<file path="config.mk">
export PLATFORM = sky130hd
export DESIGN_NAME = spc_port
export DESIGN_NICKNAME = d
export VERILOG_FILES = /design/src/inc/spc_pkg.sv /design/src/spc_port.sv /design/src/spc_fifo.sv
export SDC_FILE = /design/constraint.sdc
export NUM_CORES = 1
export LEC_CHECK = 0
export ABC_AREA = 0
export BUFFER_PORTS_ARGS = -buffer_cell sky130_fd_sc_hd__buf_4
export CORE_MARGIN = 2
export CORE_UTILIZATION = 45
export DETAILED_ROUTE_END_ITERATION = 12
export PLACE_DENSITY = 0.74
export SETUP_SLACK_MARGIN = 0.15
export SYNTH_ARGS = -nofsm -noshare
export SYNTH_HDL_FRONTEND = slang
export SYNTH_SLANG_ARGS = --single-unit
</file>
<file path="constraint.sdc">
create_clock -name clk -period 4.7 [get_ports clk]
set_input_delay 0.235 -clock clk [delete_from_list [all_inputs] [get_ports clk]]
set_output_delay 0.235 -clock clk [all_outputs]
set_load 0.005 [all_outputs]
</file>
<file path="src/inc/spc_pkg.sv">
/*
  Shared constants, types and the packet error code step for the serial control port.
  Assumes a single system clock; the serial pins arrive asynchronously to it.
*/
package spc_pkg;

  // Bit counts within a burst, counted in serial clock rising edges
  localparam logic [4:0] CNT_ZERO      = 5'h00;
  localparam logic [4:0] CNT_ONE       = 5'h01;
  localparam logic [4:0] CNT_ADDR_END  = 5'h08;
  localparam logic [4:0] CNT_DATA_LAST = 5'h0F;
  localparam logic [4:0] CNT_DATA_END  = 5'h10;
  localparam logic [4:0] CNT_PEC_END   = 5'h18;
  localparam logic [4:0] CNT_MAX       = 5'h1F;

  localparam logic [7:0] PEC_INIT  = 8'h41;
  localparam logic [7:0] REG_RESET = 8'h00;
  localparam logic [7:0] READ_NONE = 8'h00;

  // Register map, 7-bit addresses
  localparam logic [6:0] ADDR_FAULT   = 7'h01;
  localparam logic [6:0] ADDR_OC      = 7'h02;
  localparam logic [6:0] ADDR_NOC     = 7'h03;
  localparam logic [6:0] ADDR_STATUS  = 7'h04;
  localparam logic [6:0] ADDR_CONFIG1 = 7'h05;
  localparam logic [6:0] ADDR_CONFIG2 = 7'h06;
  localparam logic [6:0] ADDR_CTRL    = 7'h07;
  localparam logic [6:0] ADDR_DAC0    = 7'h08;
  localparam int unsigned DAC_COUNT   = 4;

  // Control register fields
  localparam int unsigned CTRL_WP_BIT    = 0;
  localparam int unsigned CTRL_RST_BIT   = 1;
  localparam int unsigned CTRL_FAULT_BIT = 2;

  localparam int unsigned LOG_DEPTH = 4;
  localparam int unsigned LOG_WIDTH = 15;

  typedef enum logic [4:0] {
    PH_IDLE = 5'b00001,
    PH_ADDR = 5'b00010,
    PH_DATA = 5'b00100,
    PH_PEC  = 5'b01000,
    PH_TAIL = 5'b10000
  } spc_phase_t;

  function automatic logic [7:0] spc_crc_step(input logic [7:0] crc, input logic din);
    logic crcTap0;
    logic crcTap1;
    logic crcTap2;
    crcTap0 = din ^ crc[7];
    crcTap1 = crc[0] ^ crcTap0;
    crcTap2 = crc[1] ^ crcTap0;
    return {crc[6:2], crcTap2, crcTap1, crcTap0};
  endfunction : spc_crc_step

endpackage : spc_pkg

</file>
<file path="src/spc_port.sv">
/*
  Serial control port with packet error code check and byte-wide register map.
  Assumes serial pins are asynchronous to clk and clk is well above the serial clock rate.
*/
// Function
// [RULE1] Chip select low frames a burst; only the low period counts as transfer.
// [RULE2] Input sampled on serial clock rising edges, most significant bit first.
// [RULE3] Data output released whenever chip select high or not returning read data.
// [RULE4] Read bursts return the addressed register on the data output.
// [RULE5] First byte: seven address bits, then read flag (1 read, 0 write).
// [RULE6] Burst holds address byte, data byte, then error code byte.
// [RULE7] Five read/write and six read-only byte registers.
// [RULE8] Write loads at falling edge of cycle 24, only with a valid code.
// [RULE9] Code is CRC-8, polynomial x^8+x^2+x+1, seeded 0x41, transmission order.
// [RULE10] Per bit: three taps from input and code bits, then shift left.
// [RULE11] Master computes write code, latches at fall 15, sends after data.
// [RULE12] Write code latched at rise 16, compared with received byte.
// [RULE13] Read code over address and returned data, latched at fall 15, sent after.
// [RULE14] Master checks read code latched at rise 16 before trusting data.
// [RULE15] Failed write check sets sticky fault flag, cleared by writing one.
// [RULE16] Write protect blocks writes to the three DAC and spread spectrum registers.
// [RULE17] Master uses separate chip selects, at most one active during reads.
// [RULE18] Short write bursts dropped; counter and code reseeded at each burst start.
// [RULE19] Data output changes on falling serial clock edges.
`timescale 1ns/1ps
module spc_port #(
  parameter int unsigned LOG_DEPTH = spc_pkg::LOG_DEPTH
) (
  input  wire logic       clk,
  input  wire logic       rst_n,
  input  wire logic       chipSelectN,
  input  wire logic       serialClk,
  input  wire logic       serialDataIn,
  output logic            serialDataOut,
  output logic            serialDataOutEn,
  input  wire logic [7:0] faultSummary,
  input  wire logic [7:0] ocFaultSummary,
  input  wire logic [7:0] nocFaultSummary,
  input  wire logic [7:0] opStatus,
  input  wire logic [7:0] pinConfig1,
  input  wire logic [7:0] pinConfig2,
  output logic [7:0]      dacLow,
  output logic [7:0]      dacHigh,
  output logic [7:0]      dacCurrent,
  output logic [7:0]      spreadConfig,
  output logic            writeProtect,
  output logic            commFaultFlag,
  output logic            wrLogValid,
  input  wire logic       wrLogReady,
  output logic [6:0]      wrLogAddr,
  output logic [7:0]      wrLogData
);

  logic [2:0]              sclkSync_ff;
  logic [2:0]              csnSync_ff;
  logic [1:0]              sdiSync_ff;
  logic                    csnHigh;
  logic                    sclkRise;
  logic                    sclkFall;
  logic                    burstStart;
  logic                    sdiBit;
  logic [4:0]              bitCnt_ff;
  logic [4:0]              nxt_bitCnt;
  spc_pkg::spc_phase_t     phase_ff;
  logic [7:0]              rxShift_ff;
  logic [7:0]              nxt_rxByte;
  logic [7:0]              addrByte_ff;
  logic [7:0]              dataByte_ff;
  logic [7:0]              rxPec_ff;
  logic [7:0]              crc_ff;
  logic [7:0]              calcPec_ff;
  logic [7:0]              txShift_ff;
  logic                    sdoOut_ff;
  logic                    sdoOe_ff;
  logic                    txBit;
  logic [7:0]              txLoad;
  logic                    txLoadNow;
  logic                    isRead;
  logic [6:0]              regAddr;
  logic [7:0]              readData;
  logic                    commitEvt;
  logic                    pecOk;
  logic                    logReady;
  logic                    regWrite;
  logic                    badPec;
  logic                    ctrlWrite;
  logic                    protectHit;
  logic [7:0]              dacReg_ff [spc_pkg::DAC_COUNT];
  logic                    wp_ff;
  logic                    commFault_ff;

  // Synchronisers: stage one feeds only stage two; stage three is edge history
  always_ff @(posedge clk or negedge rst_n) begin
    if (!rst_n) begin
      sclkSync_ff <= 3'h0;
      csnSync_ff  <= 3'h7;
      sdiSync_ff  <= 2'h0;
    end else begin
      sclkSync_ff <= {sclkSync_ff[1:0], serialClk};
      csnSync_ff  <= {csnSync_ff[1:0], chipSelectN};
      sdiSync_ff  <= {sdiSync_ff[0], serialDataIn};
    end
  end

  assign csnHigh    = csnSync_ff[1];
  assign burstStart = ~csnSync_ff[1] & csnSync_ff[2];                 // [RULE1]
  assign sclkRise   = ~csnHigh & sclkSync_ff[1] & ~sclkSync_ff[2];    // [RULE1] [RULE2]
  assign sclkFall   = ~csnHigh & ~sclkSync_ff[1] & sclkSync_ff[2];    // [RULE1]
  assign sdiBit     = sdiSync_ff[1];
  assign nxt_bitCnt = bitCnt_ff + spc_pkg::CNT_ONE;
  assign nxt_rxByte = {rxShift_ff[6:0], sdiBit};                      // [RULE2]
  assign isRead     = addrByte_ff[0];                                 // [RULE5]
  assign regAddr    = addrByte_ff[7:1];                               // [RULE5]

  // Bit counter, reseeded each burst; saturates on over-long bursts
  always_ff @(posedge clk or negedge rst_n) begin
    if (!rst_n) begin
      bitCnt_ff <= spc_pkg::CNT_ZERO;
    end else if (burstStart) begin
      bitCnt_ff <= spc_pkg::CNT_ZERO;                                 // [RULE18]
    end else if (sclkRise && bitCnt_ff != spc_pkg::CNT_MAX) begin
      bitCnt_ff <= nxt_bitCnt;                                        // [RULE2]
    end
  end

  // Burst phase: address, data, code, then anything extra
  always_ff @(posedge clk or negedge rst_n) begin
    if (!rst_n) begin
      phase_ff <= spc_pkg::PH_IDLE;
    end else if (burstStart) begin
      phase_ff <= spc_pkg::PH_ADDR;
    end else if (csnHigh) begin
      phase_ff <= spc_pkg::PH_IDLE;                                   // [RULE1] [RULE18]
    end else if (sclkRise) begin
      unique case (phase_ff)
        spc_pkg::PH_IDLE: phase_ff <= spc_pkg::PH_IDLE;
        spc_pkg::PH_ADDR: begin
          if (nxt_bitCnt == spc_pkg::CNT_ADDR_END) begin
            phase_ff <= spc_pkg::PH_DATA;                             // [RULE6]
          end
        end
        spc_pkg::PH_DATA: begin
          if (nxt_bitCnt == spc_pkg::CNT_DATA_END) begin
            phase_ff <= spc_pkg::PH_PEC;                              // [RULE6]
          end
        end
        spc_pkg::PH_PEC: begin
          if (nxt_bitCnt == spc_pkg::CNT_PEC_END) begin
            phase_ff <= spc_pkg::PH_TAIL;                             // [RULE6]
          end
        end
        spc_pkg::PH_TAIL: phase_ff <= spc_pkg::PH_TAIL;
        default: phase_ff <= spc_pkg::PH_IDLE;
      endcase
    end
  end

  // Received bytes
  always_ff @(posedge clk or negedge rst_n) begin
    if (!rst_n) begin
      rxShift_ff  <= spc_pkg::REG_RESET;
      addrByte_ff <= spc_pkg::REG_RESET;
      dataByte_ff <= spc_pkg::REG_RESET;
      rxPec_ff    <= spc_pkg::REG_RESET;
    end else if (sclkRise) begin
      rxShift_ff <= nxt_rxByte;
      if (phase_ff == spc_pkg::PH_ADDR && nxt_bitCnt == spc_pkg::CNT_ADDR_END) begin
        addrByte_ff <= nxt_rxByte;                                    // [RULE5]
      end
      if (phase_ff == spc_pkg::PH_DATA && nxt_bitCnt == spc_pkg::CNT_DATA_END) begin
        dataByte_ff <= nxt_rxByte;
      end
      if (phase_ff == spc_pkg::PH_PEC && nxt_bitCnt == spc_pkg::CNT_PEC_END) begin
        rxPec_ff <= nxt_rxByte;
      end
    end
  end

  // Error code: write data folded in on rises, read data on the falls that drive it
  always_ff @(posedge clk or negedge rst_n) begin
    if (!rst_n) begin
      crc_ff     <= spc_pkg::PEC_INIT;
      calcPec_ff <= spc_pkg::PEC_INIT;
    end else if (burstStart) begin
      crc_ff <= spc_pkg::PEC_INIT;                                    // [RULE9] [RULE18]
    end else if (sclkRise && (phase_ff == spc_pkg::PH_ADDR ||
                              (phase_ff == spc_pkg::PH_DATA && !isRead))) begin
      crc_ff <= spc_pkg::spc_crc_step(crc_ff, sdiBit);                // [RULE9] [RULE10]
      if (phase_ff == spc_pkg::PH_DATA && nxt_bitCnt == spc_pkg::CNT_DATA_END) begin
        calcPec_ff <= spc_pkg::spc_crc_step(crc_ff, sdiBit);          // [RULE12]
      end
    end else if (sclkFall && phase_ff == spc_pkg::PH_DATA && isRead) begin
      crc_ff <= spc_pkg::spc_crc_step(crc_ff, txBit);                 // [RULE13]
      if (bitCnt_ff == spc_pkg::CNT_DATA_LAST) begin
        calcPec_ff <= spc_pkg::spc_crc_step(crc_ff, txBit);           // [RULE13]
      end
    end
  end

  // Read mux; unmapped and reserved addresses return zero
  always_comb begin
    readData = spc_pkg::READ_NONE;
    case (regAddr)
      spc_pkg::ADDR_FAULT:   readData = faultSummary;                 // [RULE7]
      spc_pkg::ADDR_OC:      readData = ocFaultSummary;
      spc_pkg::ADDR_NOC:     readData = nocFaultSummary;
      spc_pkg::ADDR_STATUS:  readData = opStatus;
      spc_pkg::ADDR_CONFIG1: readData = pinConfig1;
      spc_pkg::ADDR_CONFIG2: readData = pinConfig2;
      spc_pkg::ADDR_CTRL: begin
        readData[spc_pkg::CTRL_WP_BIT]    = wp_ff;
        readData[spc_pkg::CTRL_FAULT_BIT] = commFault_ff;
      end
      default: begin
        for (int i = 0; i < spc_pkg::DAC_COUNT; i++) begin
          if (regAddr == spc_pkg::ADDR_DAC0 + 7'(i)) begin
            readData = dacReg_ff[i];
          end
        end
      end
    endcase
  end

  // Transmit source: data byte at fall 8, code byte at fall 16
  assign txLoadNow = (bitCnt_ff == spc_pkg::CNT_ADDR_END) || (bitCnt_ff == spc_pkg::CNT_DATA_END);
  assign txLoad    = (bitCnt_ff == spc_pkg::CNT_ADDR_END) ? readData : calcPec_ff;
  assign txBit     = txLoadNow ? txLoad[7] : txShift_ff[7];

  // Output changes only on falls while chip select is low, so the master samples on the next rise
  always_ff @(posedge clk or negedge rst_n) begin
    if (!rst_n) begin
      txShift_ff <= spc_pkg::REG_RESET;
      sdoOut_ff  <= 1'b0;
      sdoOe_ff   <= 1'b0;
    end else if (csnHigh) begin
      sdoOe_ff  <= 1'b0;                                              // [RULE3]
      sdoOut_ff <= 1'b0;
    end else if (sclkFall && isRead &&
                 (phase_ff == spc_pkg::PH_DATA || phase_ff == spc_pkg::PH_PEC)) begin
      sdoOut_ff  <= txBit;                                            // [RULE4] [RULE13] [RULE19]
      sdoOe_ff   <= 1'b1;
      txShift_ff <= txLoadNow ? {txLoad[6:0], 1'b0} : {txShift_ff[6:0], 1'b0};
    end else if (sclkFall) begin
      sdoOe_ff  <= 1'b0;                                              // [RULE3]
      sdoOut_ff <= 1'b0;
    end
  end

  // Gate on chip select directly so release does not wait for a fall
  assign serialDataOutEn = sdoOe_ff & ~csnHigh;                       // [RULE3]
  assign serialDataOut   = sdoOut_ff;

  // Commit at the 24th fall; an early chip select rise never reaches it
  assign commitEvt  = sclkFall && phase_ff == spc_pkg::PH_TAIL &&
                      bitCnt_ff == spc_pkg::CNT_PEC_END && !isRead;   // [RULE8] [RULE18]
  assign pecOk      = (rxPec_ff == calcPec_ff);                       // [RULE12]
  assign regWrite   = commitEvt & pecOk & logReady;                   // [RULE8]
  // A full change log refuses the write and reports it like a bad code
  assign badPec     = commitEvt & ~(pecOk & logReady);                // [RULE15]
  assign ctrlWrite  = regWrite && regAddr == spc_pkg::ADDR_CTRL;
  assign protectHit = wp_ff && regAddr >= spc_pkg::ADDR_DAC0 &&
                      regAddr < spc_pkg::ADDR_DAC0 + 7'(spc_pkg::DAC_COUNT);

  // DAC and spread spectrum registers
  generate
    for (genvar g = 0; g < spc_pkg::DAC_COUNT; g++) begin : gDac
      always_ff @(posedge clk or negedge rst_n) begin
        if (!rst_n) begin
          dacReg_ff[g] <= spc_pkg::REG_RESET;
        end else if (ctrlWrite && dataByte_ff[spc_pkg::CTRL_RST_BIT]) begin
          dacReg_ff[g] <= spc_pkg::REG_RESET;
        end else if (regWrite && !protectHit &&
                     regAddr == spc_pkg::ADDR_DAC0 + 7'(g)) begin
          dacReg_ff[g] <= dataByte_ff;                                // [RULE8] [RULE16]
        end
      end
    end
  endgenerate

  // Write protect and sticky fault; a fault set in the same cycle beats its clear, the reset bit beats the protect bit
  always_ff @(posedge clk or negedge rst_n) begin
    if (!rst_n) begin
      wp_ff        <= 1'b0;
      commFault_ff <= 1'b0;
    end else begin
      if (ctrlWrite) begin
        wp_ff <= dataByte_ff[spc_pkg::CTRL_WP_BIT] & ~dataByte_ff[spc_pkg::CTRL_RST_BIT];
      end
      commFault_ff <= badPec |                                        // [RULE15]
                      (commFault_ff & ~(ctrlWrite & dataByte_ff[spc_pkg::CTRL_FAULT_BIT]));
    end
  end

  assign dacLow        = dacReg_ff[0];
  assign dacHigh       = dacReg_ff[1];
  assign dacCurrent    = dacReg_ff[2];
  assign spreadConfig  = dacReg_ff[3];
  assign writeProtect  = wp_ff;
  assign commFaultFlag = commFault_ff;

  // Log of accepted writes for the surrounding logic
  spc_fifo #(
    .WIDTH (spc_pkg::LOG_WIDTH),
    .DEPTH (LOG_DEPTH)
  ) uLog (
    .clk      (clk),
    .rst_n    (rst_n),
    .inValid  (regWrite),
    .inReady  (logReady),
    .inData   ({regAddr, dataByte_ff}),
    .outValid (wrLogValid),
    .outReady (wrLogReady),
    .outData  ({wrLogAddr, wrLogData})
  );
endmodule : spc_port

</file>
<file path="src/spc_fifo.sv">
/*
  Small synchronous FIFO with valid/ready on both sides.
  Assumes both sides run on the same clock.
*/
`timescale 1ns/1ps
module spc_fifo #(
  parameter int unsigned WIDTH = spc_pkg::LOG_WIDTH,
  parameter int unsigned DEPTH = spc_pkg::LOG_DEPTH
) (
  input  wire logic             clk,
  input  wire logic             rst_n,
  input  wire logic             inValid,
  output logic                  inReady,
  input  wire logic [WIDTH-1:0] inData,
  output logic                  outValid,
  input  wire logic             outReady,
  output logic      [WIDTH-1:0] outData
);
  localparam int unsigned PW = (DEPTH > 1) ? $clog2(DEPTH) : 1;
  localparam int unsigned CW = $clog2(DEPTH + 1);

  logic [WIDTH-1:0] mem_ff [DEPTH];
  logic [PW-1:0]    wrPtr_ff;
  logic [PW-1:0]    rdPtr_ff;
  logic [CW-1:0]    count_ff;
  logic             push;
  logic             pop;

  assign inReady  = (count_ff != CW'(DEPTH));
  assign outValid = (count_ff != '0);
  assign outData  = mem_ff[rdPtr_ff];
  assign push     = inValid & inReady;
  assign pop      = outValid & outReady;

  always_ff @(posedge clk) begin
    if (push) begin
      mem_ff[wrPtr_ff] <= inData;
    end
  end

  always_ff @(posedge clk or negedge rst_n) begin
    if (!rst_n) begin
      wrPtr_ff <= '0;
      rdPtr_ff <= '0;
      count_ff <= '0;
    end else begin
      if (push) begin
        wrPtr_ff <= (wrPtr_ff == PW'(DEPTH - 1)) ? '0 : wrPtr_ff + PW'(1);
      end
      if (pop) begin
        rdPtr_ff <= (rdPtr_ff == PW'(DEPTH - 1)) ? '0 : rdPtr_ff + PW'(1);
      end
      count_ff <= count_ff + CW'(push) - CW'(pop);
    end
  end

endmodule : spc_fifo

</file>
==> results of run 1 <==
## final cells by class
type                            instances  share of cell area, %
Inverter                               21                  0.795
Tap cell                              229                   2.89
Clock buffer                           18                   4.33
Timing Repair Buffer                  113                   8.66
Clock inverter                         14                   1.53
Multi-Input combinational cell        419                   34.5
Sequential cell                       175                   47.3
## path summary, 6_finish.rpt
check,startpoint,end,slack (ns),cells past startpoint
min in group asynchronous,rst_n,sdoOe_ff,0.49,2
max,calcPec_ff[6],uLog.mem_ff[1][9],1.66,5
max reg2reg,calcPec_ff[6],uLog.mem_ff[1][9],1.66,5
min,wrLogReady,uLog.rdPtr_ff[0],0.21,3
max in group asynchronous,rst_n,dacCurrent[5],3.09,3
min reg2reg,sclkSync_ff[0],sclkSync_ff[1],0.35,0
## repair_timing
action / 4_1_cts / 5_1_grt
hold buffers: 4 / 0
setup buffers: 0 / 0
endpoints found under the hold margin: 65 / 0
## state kept, by name (all words and copies together) (netlist names), 3 cells and up
| register | count |
|---|---|
| uLog.count_ff | 3 |
| dacLow | 8 |
| calcPec_ff | 8 |
| txShift_ff | 7 |
| dacHigh | 8 |
| rxPec_ff | 8 |
| sclkSync_ff | 3 |
| addrByte_ff | 8 |
| phase_ff | 5 |
| rxShift_ff | 7 |
| uLog.mem_ff | 60 |
| crc_ff | 8 |
| dacCurrent | 8 |
| dataByte_ff | 8 |
| csnSync_ff | 3 |
| bitCnt_ff | 5 |
| spreadConfig | 8 |
## per-layer routing
layer	share of wire, %	wire length (microns)	global-route usage, %
met2	49	9380	33.2
met4	1.4	277	5.79
met1	44	8390	27.2
met5	0	0	0
met3	5.7	1100	4.27
## kinds of logic after synthesis
kind of cell / Yosys count
xor gates and xnor gates: 22
DFF: 175
and+or+nand+nor: 178
AOI/OAI and AO/OA: 87
muxes: 119
adders and majority gates: 13
buffers and inverters: 49
## stage by stage
step / setup slack (ns) / utilization (%)
floorplan: 2.01 / -
global placement: 1.75 / 51.6
detailed placement: 1.67 / 51.6
CTS: 1.65 / 55.0
global route: 1.49 / 55.0
finish: 1.66 / 55.0
## power groups by stage
stage | clock network [uW] | registers, uW | logic [uW]
6_report | 1380 | 1760 | 303
5_1_grt | 1460 | 1780 | 337
4_1_cts | 1400 | 1770 | 307
2_1_floorplan | 0 | 1700 | 264
3_5_place_dp | 0 | 1800 | 299
3_3_place_gp | 0 | 1790 | 288
## placed cells by master (no fill, tap or decap), drive strengths merged, types with 8 or more instances in the layout
| cell type | count |
|---|---|
| ha | 12 |
| o21ai | 19 |
| dfstp | 8 |
| dfrtp | 107 |
| mux2i | 52 |
| nor3 | 8 |
| a211oi | 12 |
| nand2 | 36 |
| and3 | 8 |
| edfxtp | 60 |
| xnor2 | 13 |
| nor2b | 10 |
| mux2 | 42 |
| buf | 109 |
| xor2 | 9 |
| inv | 27 |
| clkbuf | 18 |
| nand2b | 8 |
| a21oi | 15 |
| nand3 | 18 |
| mux4 | 25 |
| nor2 | 65 |
## worst reg2reg max path, cell delays in order, from the launching register on
cell and delay [ns]:
sky130_fd_sc_hd__dfstp_2 0.58, sky130_fd_sc_hd__xor2_1 0.08, sky130_fd_sc_hd__a211oi_1 0.34, sky130_fd_sc_hd__nand4_1 0.37
sky130_fd_sc_hd__nor2_1 0.54, sky130_fd_sc_hd__and2_1 0.75
==> implementation parameters, run 1 <==
Parameter                              Value

Status
  Result of the run ... complete, no violations

Floorplan
  Die outline width ... 140 microns
  # rows ... 49
  Number of primary I/O pins ... 106
  Vertical die dimension ... 140 microns
  Die area ... 19,600 sq um
  Core region area ... 18,000 sq um
  Initial standard-cell utilization of the core ... 46.1%

Power
  Net Sw Frac ... 25.8%
  Clock share of power ... 40.1%
  Cell-internal power ... 2560 uW
  Final total power ... 3450 uW
  Combinational cell fraction of total power ... 8.8%
  Psw ... 889 uW
  Power per unit of standard cell area ... 348 nW/um^2
  Max IR drop VDD ... 0.303 mV
  Leakage power total ... 0.00441 uW
  Part of the power in registers ... 51.1%

Logic synthesis
  Avg Inst Size Synth ... 12.9 sq um
  Synthesized-area fraction occupied by xor and xnor cells ... 2.41%
  Adder and majority gate portion of the synthesized area ... 2.05%
  Synth warnings ... 0
  Area contributors post-synth ... sky130_fd_sc_hd__dfrtp_1, sky130_fd_sc_hd__edfxtp_1, sky130_fd_sc_hd__mux4_2
  Proportion of synthesized flip-flops having asynchronous set or reset ... 65.7%
  Fraction of synthesized area in multiplexers ... 18.7%
  Part of the Yosys area used for sequential elements ... 56.4%
  Share of synthesized cell area in and, or, nand and nor gates ... 10.8%
  Main combinational cell family by area after synthesis ... multiplexers
  Top-count cell post-synth ... sky130_fd_sc_hd__dfrtp_1
  Number of synthesized flops with an enable pin ... 60
  Mapped cell area ... 8310 sq um
  Commonest register cell after synthesis ... sky130_fd_sc_hd__dfrtp_1
  Number of library cell types mapped by synthesis ... 63
  Share of Yosys cell area claimed by the top area cell type ... 32.2%
  Number of storage elements in the synthesis netlist ... 175
  Most used standard cells in the synthesized netlist ... sky130_fd_sc_hd__dfrtp_1, sky130_fd_sc_hd__nor2_1, sky130_fd_sc_hd__edfxtp_1, sky130_fd_sc_hd__mux2i_1, sky130_fd_sc_hd__mux2_2
  Complex-gate fraction of the synthesized area ... 7.24%
  Yosys top cell by area ... sky130_fd_sc_hd__dfrtp_1
  Syn Nets ... 710
  Cell count after synthesis ... 643

Place
  Sum of net half-perimeters after detailed placement ... 13,700 microns
  Number of placed instances, taps included ... 953
  Routability cong. ... 0.890
  Placed instance area ... 9300 sq um
  Port Buffers ... 105

Clock tree
  TritonCTS clock tree ... built
  Total number of H-tree levels ... 4
  Clk root buf ... sky130_fd_sc_hd__clkbuf_16
  Deepest clock path buffer count ... 2
  Later-pin clock latency in the skew report ... 0.43 ns
  Cts repair resizes ... 0
  Clock sink count ... 175
  Register clock-pin slew on the reported worst setup and hold paths ... 0.07 ns
  TritonCTS buffer count ... 17

Final layout
  Fraction of final layout cells with drive strength greater than 1 ... 30.1%
  Area used by multi-input combinational logic ... 3420 sq um
  Area grow syn2layout ... 19.3%
  Number of non-filler instances in the completed layout ... 989
  Diodes inserted ... 0
  Sequential cell area ... 4690 sq um
  # fillers ... 1,500
  Final design area excluding fillers ... 9920 sq um
  Nets ... 814

Global route
  Global route total overflow ... 0
  Via count of the first global-routing pass ... 5,859
  Total routing resource utilization after global routing ... 20.1%
  First-pass GRT wire length ... 30,800 microns
  Maximum number of pins on one net before global-route repair ... 72
  Antenna violations before repair ... 0

Critical path
  Kind of end point of the critical path ... flip-flop
  Worst Setup Path Type ... flip-flop to flip-flop
  Worst path arrival time ... 3.09 ns
  Type of origin of the critical path ... flip-flop
  CP max stage cell ... sky130_fd_sc_hd__and2_1
  Worst-path cell chain ... xor2_1, a211oi_1, nand4_1, nor2_1, and2_1
  Crit path max fanout ... 15
  Req. time, crit path ... 4.75 ns
  Count of buffer and inverter cells on the critical path ... 0
  Kind of cell adding the most delay to the critical path ... simple AND/OR/NAND/NOR gates
  Max incr delay on CP ... 0.74 ns

Drt
  Number of antenna-violating nets in the routed design ... 0
  Post-DR vias/cell ... 5.70
  Drt total wl ... 19,200 microns
  Length of the first detailed-routing pass in iterations ... 5
  DR WL/cell ... 19.4 microns
  Via count of the routed design ... 5,639
  Residual DRC count ... 0
  Iter 0 DRT Violations ... 446

STA
  Final TNS setup ... 0 ns
  Tmin final ... 3.04 ns
  Final Hold Vio Count ... 0
  Unrepaired setup endpoints after global routing ... no
  Final clock period utilization by the worst path ... 64.7%
  Fmax ... 329 MHz
  Slew at the pin closest to its max-slew limit ... 1.17 ns
  Worst slew slack as a fraction of its limit ... 21.4%
  Max-slew violations ... 0
  Layout Skew ... 0.00893 ns
  Final setup violation count ... 0
  Hold slack final ... 0.209 ns

Min path
  Min-Delay Path Class ... input pin to flip-flop

Run
  # Max-Cap Violations ... 0
No activity file was read; power rests on OpenSTA's default activity.
==> run 2: changes to the inputs <==
--- a/config.mk
+++ b/config.mk
@@ -5,12 +5,12 @@
 export SDC_FILE = /design/constraint.sdc
 export NUM_CORES = 1
 export LEC_CHECK = 0
-export ABC_AREA = 0
+export ABC_AREA = 1
 export BUFFER_PORTS_ARGS = -buffer_cell sky130_fd_sc_hd__buf_4
 export CORE_MARGIN = 2
 export CORE_UTILIZATION = 45
 export DETAILED_ROUTE_END_ITERATION = 12
-export PLACE_DENSITY = 0.74
+export PLACE_DENSITY = 0.76
 export SETUP_SLACK_MARGIN = 0.15
 export SYNTH_ARGS = -nofsm -noshare
 export SYNTH_HDL_FRONTEND = slang
==> constraint.sdc (replaced) <==
create_clock -name clk -period 2.5 [get_ports clk]
set_input_delay 0.125 -clock clk [delete_from_list [all_inputs] [get_ports clk]]
set_output_delay 0.125 -clock clk [all_outputs]
set_load 0.005 [all_outputs]
==> run 2 against run 1 <==
  * Sequential share of layout area down 1.4 points
  * Critical path type unchanged
  * Largest power group unchanged
  * Via count up 20%
  * Setup slack worse by 1.5 ns
  * Final area up 3.1%
  * Routed wire length up 6.6%
==> implementation parameters, run 2 <==
Parameter                              Value

Status
  Result of the run ... complete, no violations

Power
  Leakage power total ... 0.00442 uW
  Power per unit of standard cell area ... 656 nW/um^2
  Max IR drop VDD ... 0.504 mV

Floorplan
  Number of primary I/O pins ... 106
  Die area ... 19,200 sq um
  Core region area ... 17,800 sq um
  Initial standard-cell utilization of the core ... 45.6%
  # rows ... 49
  Die outline width ... 139 microns
  Vertical die dimension ... 139 microns

Critical path
  Worst path arrival time ... 2.67 ns
  Type of origin of the critical path ... flip-flop
  CP max stage cell ... sky130_fd_sc_hd__dfrtp_1
  Launch instance of the worst register-to-register path ... bitCnt_ff[0]
  Worst reg-to-reg setup slack ... 0.15 ns
  Crit path max fanout ... 8
  Req. time, crit path ... 2.82 ns
  Cells on worst reg2reg path ... 17
  Reg2Reg Capture Point ... dacLow[7]
  Max incr delay on CP ... 0.42 ns
  Worst-path cell chain ... buf_6, inv_4, ha_4, nand3_2, inv_2, nand3_1, nor3_2, nand2_2, buf_6, a21oi_4, buf_12, buf_12, nand2_8, nand2_4, inv_4, nand2_1, o21ai_1
  Kind of end point of the critical path ... flip-flop
  Worst Setup Path Type ... flip-flop to flip-flop

Final layout
  Final design area excluding fillers ... 10,200 sq um
  Most used cells in the layout excluding fill and tap cells ... sky130_fd_sc_hd__nand2_1, sky130_fd_sc_hd__buf_4, sky130_fd_sc_hd__dfrtp_1, sky130_fd_sc_hd__inv_1, sky130_fd_sc_hd__o21ai_0
  Max FFs per register ... 60
  Area grow syn2layout ... 25.5%
  Top reg by flops ... uLog.mem_ff
  Commonest non-fill, non-tap cell in the layout ... sky130_fd_sc_hd__nand2_1
  Diodes inserted ... 0
  Number of non-filler instances in the completed layout ... 1,242
  Nets ... 1,067
  Fraction of final layout cells with drive strength greater than 1 ... 24.5%

STA
  Worst slew slack as a fraction of its limit ... 48.4%
  Fmax ... 425 MHz
  Tmin final ... 2.35 ns
  Unrepaired setup endpoints after global routing ... yes
  Final TNS setup ... 0 ns
  Max-slew violations ... 0
  Layout Skew ... 0.0128 ns
  Final setup violation count ... 0
  Slew at the pin closest to its max-slew limit ... 0.768 ns
  Worst-case setup margin in the final layout ... 0.148 ns
  Final Hold Vio Count ... 0
  Final clock period utilization by the worst path ... 94.1%

Logic synthesis
  Number of storage elements in the synthesis netlist ... 175
  Proportion of synthesized flip-flops having asynchronous set or reset ... 65.7%
  Most used standard cells in the synthesized netlist ... sky130_fd_sc_hd__nand2_1, sky130_fd_sc_hd__dfrtp_1, sky130_fd_sc_hd__inv_1, sky130_fd_sc_hd__o21ai_0, sky130_fd_sc_hd__nor2_1
  Share of Yosys cell area claimed by the top area cell type ... 32.9%
  Yosys top cell by area ... sky130_fd_sc_hd__dfrtp_1
  Number of library cell types mapped by synthesis ... 49
  Cell count after synthesis ... 855
  Mapped cell area ... 8140 sq um
  Avg Inst Size Synth ... 9.52 sq um
  Part of the Yosys area used for sequential elements ... 57.6%
  Top-count cell post-synth ... sky130_fd_sc_hd__nand2_1
  Commonest register cell after synthesis ... sky130_fd_sc_hd__dfrtp_1
  Syn Nets ... 922
  Number of synthesized flops with an enable pin ... 60
  Area contributors post-synth ... sky130_fd_sc_hd__dfrtp_1, sky130_fd_sc_hd__edfxtp_1, sky130_fd_sc_hd__nand2_1
  Synth warnings ... 0

Min path
  Number of cells traversed by the worst hold path ... 4
  Min-Delay Path Class ... input pin to flip-flop
  Launch instance of the worst min-delay path ... faultSummary[1]
  End point of the most critical hold path ... txShift_ff[2]

Run
  # Max-Cap Violations ... 0

Clock tree
  Later-pin clock latency in the skew report ... 0.43 ns
  Total number of H-tree levels ... 4
  Clock sink count ... 175
  Clk root buf ... sky130_fd_sc_hd__clkbuf_16
  TritonCTS buffer count ... 17
  TritonCTS clock tree ... built
  Register clock-pin slew on the reported worst setup and hold paths ... 0.07 ns
  Deepest clock path buffer count ... 2

Drt
  Number of antenna-violating nets in the routed design ... 0
  Post-DR vias/cell ... 5.44
  DR WL/cell ... 16.4 microns
  Via count of the routed design ... 6,756
  Residual DRC count ... 0
  Iter 0 DRT Violations ... 494
  Length of the first detailed-routing pass in iterations ... 5
  Drt total wl ... 20,400 microns

Global route
  First-pass GRT wire length ... 32,100 microns
  Total routing resource utilization after global routing ... 21.0%
  Maximum number of pins on one net before global-route repair ... 51
  Global route total overflow ... 0
  Antenna violations before repair ... 0
  Via count of the first global-routing pass ... 6,381

Place
  Number of placed instances, taps included ... 1,190
  Placed instance area ... 9280 sq um
  Placement-stage worst setup slack ... 0.178 ns
  Routability cong. ... 0.907
  Sum of net half-perimeters after detailed placement ... 14,200 microns
  Port Buffers ... 105
-- run 2: cell count changes in the layout (fill, tap and decap cells not counted), sizes merged, moves of 16 or more --
cell   before  now
buf       109  137
o21ai      19  103
mux4       25    0
nand2      36  189
mux2i      52    0
nand3      18   53
inv        27  118
o22ai       4   37
mux2       42    0
nor2       65   81
-- run 2: cell type report --
type	count	area, sq um
clock buffers	17	425
fillers	1463	7620
clock inverters	15	145
flip-flops and latches	175	4690
multi-input cells	555	3130
inverters	110	418
repair buffers	141	1130
well taps	229	287
-- run 2: layer usage --
metal | wire [microns] | track usage [%] | up-vias
li1 | - | - | 3204
met1 | 8540 | 28.4 | 3263
met2 | 10200 | 33.7 | 250
met3 | 1250 | 5.06 | 39
met4 | 374 | 6.77 | 0
met5 | 0 | 0 | -
-- run 2: critical path, delay by kind of cell (launching register included) --
kind,cells,cell delay [ns]
fa+ha+maj,1,0.13
buf+inv,7,0.75
simple gates,7,0.74
compound gates,2,0.19
flops,1,0.42
-- run 2: timing repair --
item / 4_1_cts / 5_1_grt
endpoints found under the setup margin: 0 / 62
hold endpoints to repair: 44 / 0
gates resized for setup: 0 / 37
setup buffers: 0 / 16
hold buffers: 4 / 0
-- run 2: power breakdown --
part	internal, uW	switching (uW)	total, uW
sequential	3040	88.6	3120
clock	1320	1200	2530
combinational	461	597	1060
-- run 2: metrics by stage --
step / hold slack (ns) / total power, uW / utilization [%]
5_1_grt: 0.0783 / 7010 / 57.3
2_1_floorplan: -0.171 / 3720 / -
3_3_place_gp: 0.199 / 4210 / 52.0
6_report: 0.0621 / 6710 / 57.3
4_1_cts: 0.0491 / 6730 / 55.4
3_5_place_dp: 0.200 / 4230 / 52.0
-- run 2: worst max-delay path by stage --
stage	start	end	cells after the start
global route	bitCnt_ff[0]	dacLow[7]	17
floorplan	bitCnt_ff[0]	uLog.mem_ff[0][0]	8
detailed placement	bitCnt_ff[0]	uLog.count_ff[2]	12
CTS	bitCnt_ff[0]	uLog.count_ff[2]	12
global placement	bitCnt_ff[0]	uLog.count_ff[2]	12
finish	bitCnt_ff[0]	dacLow[7]	17
-- run 2: kinds of logic after synthesis --
| family | synth area share [%] |
|---|---|
| DFF | 57.6 |
| AOI/OAI and AO/OA | 13.9 |
| buffers and inverters | 5.95 |
| and+or+nand+nor | 19.7 |
| adders and majority gates | 2.09 |
| xor gates and xnor gates | 0.753 |
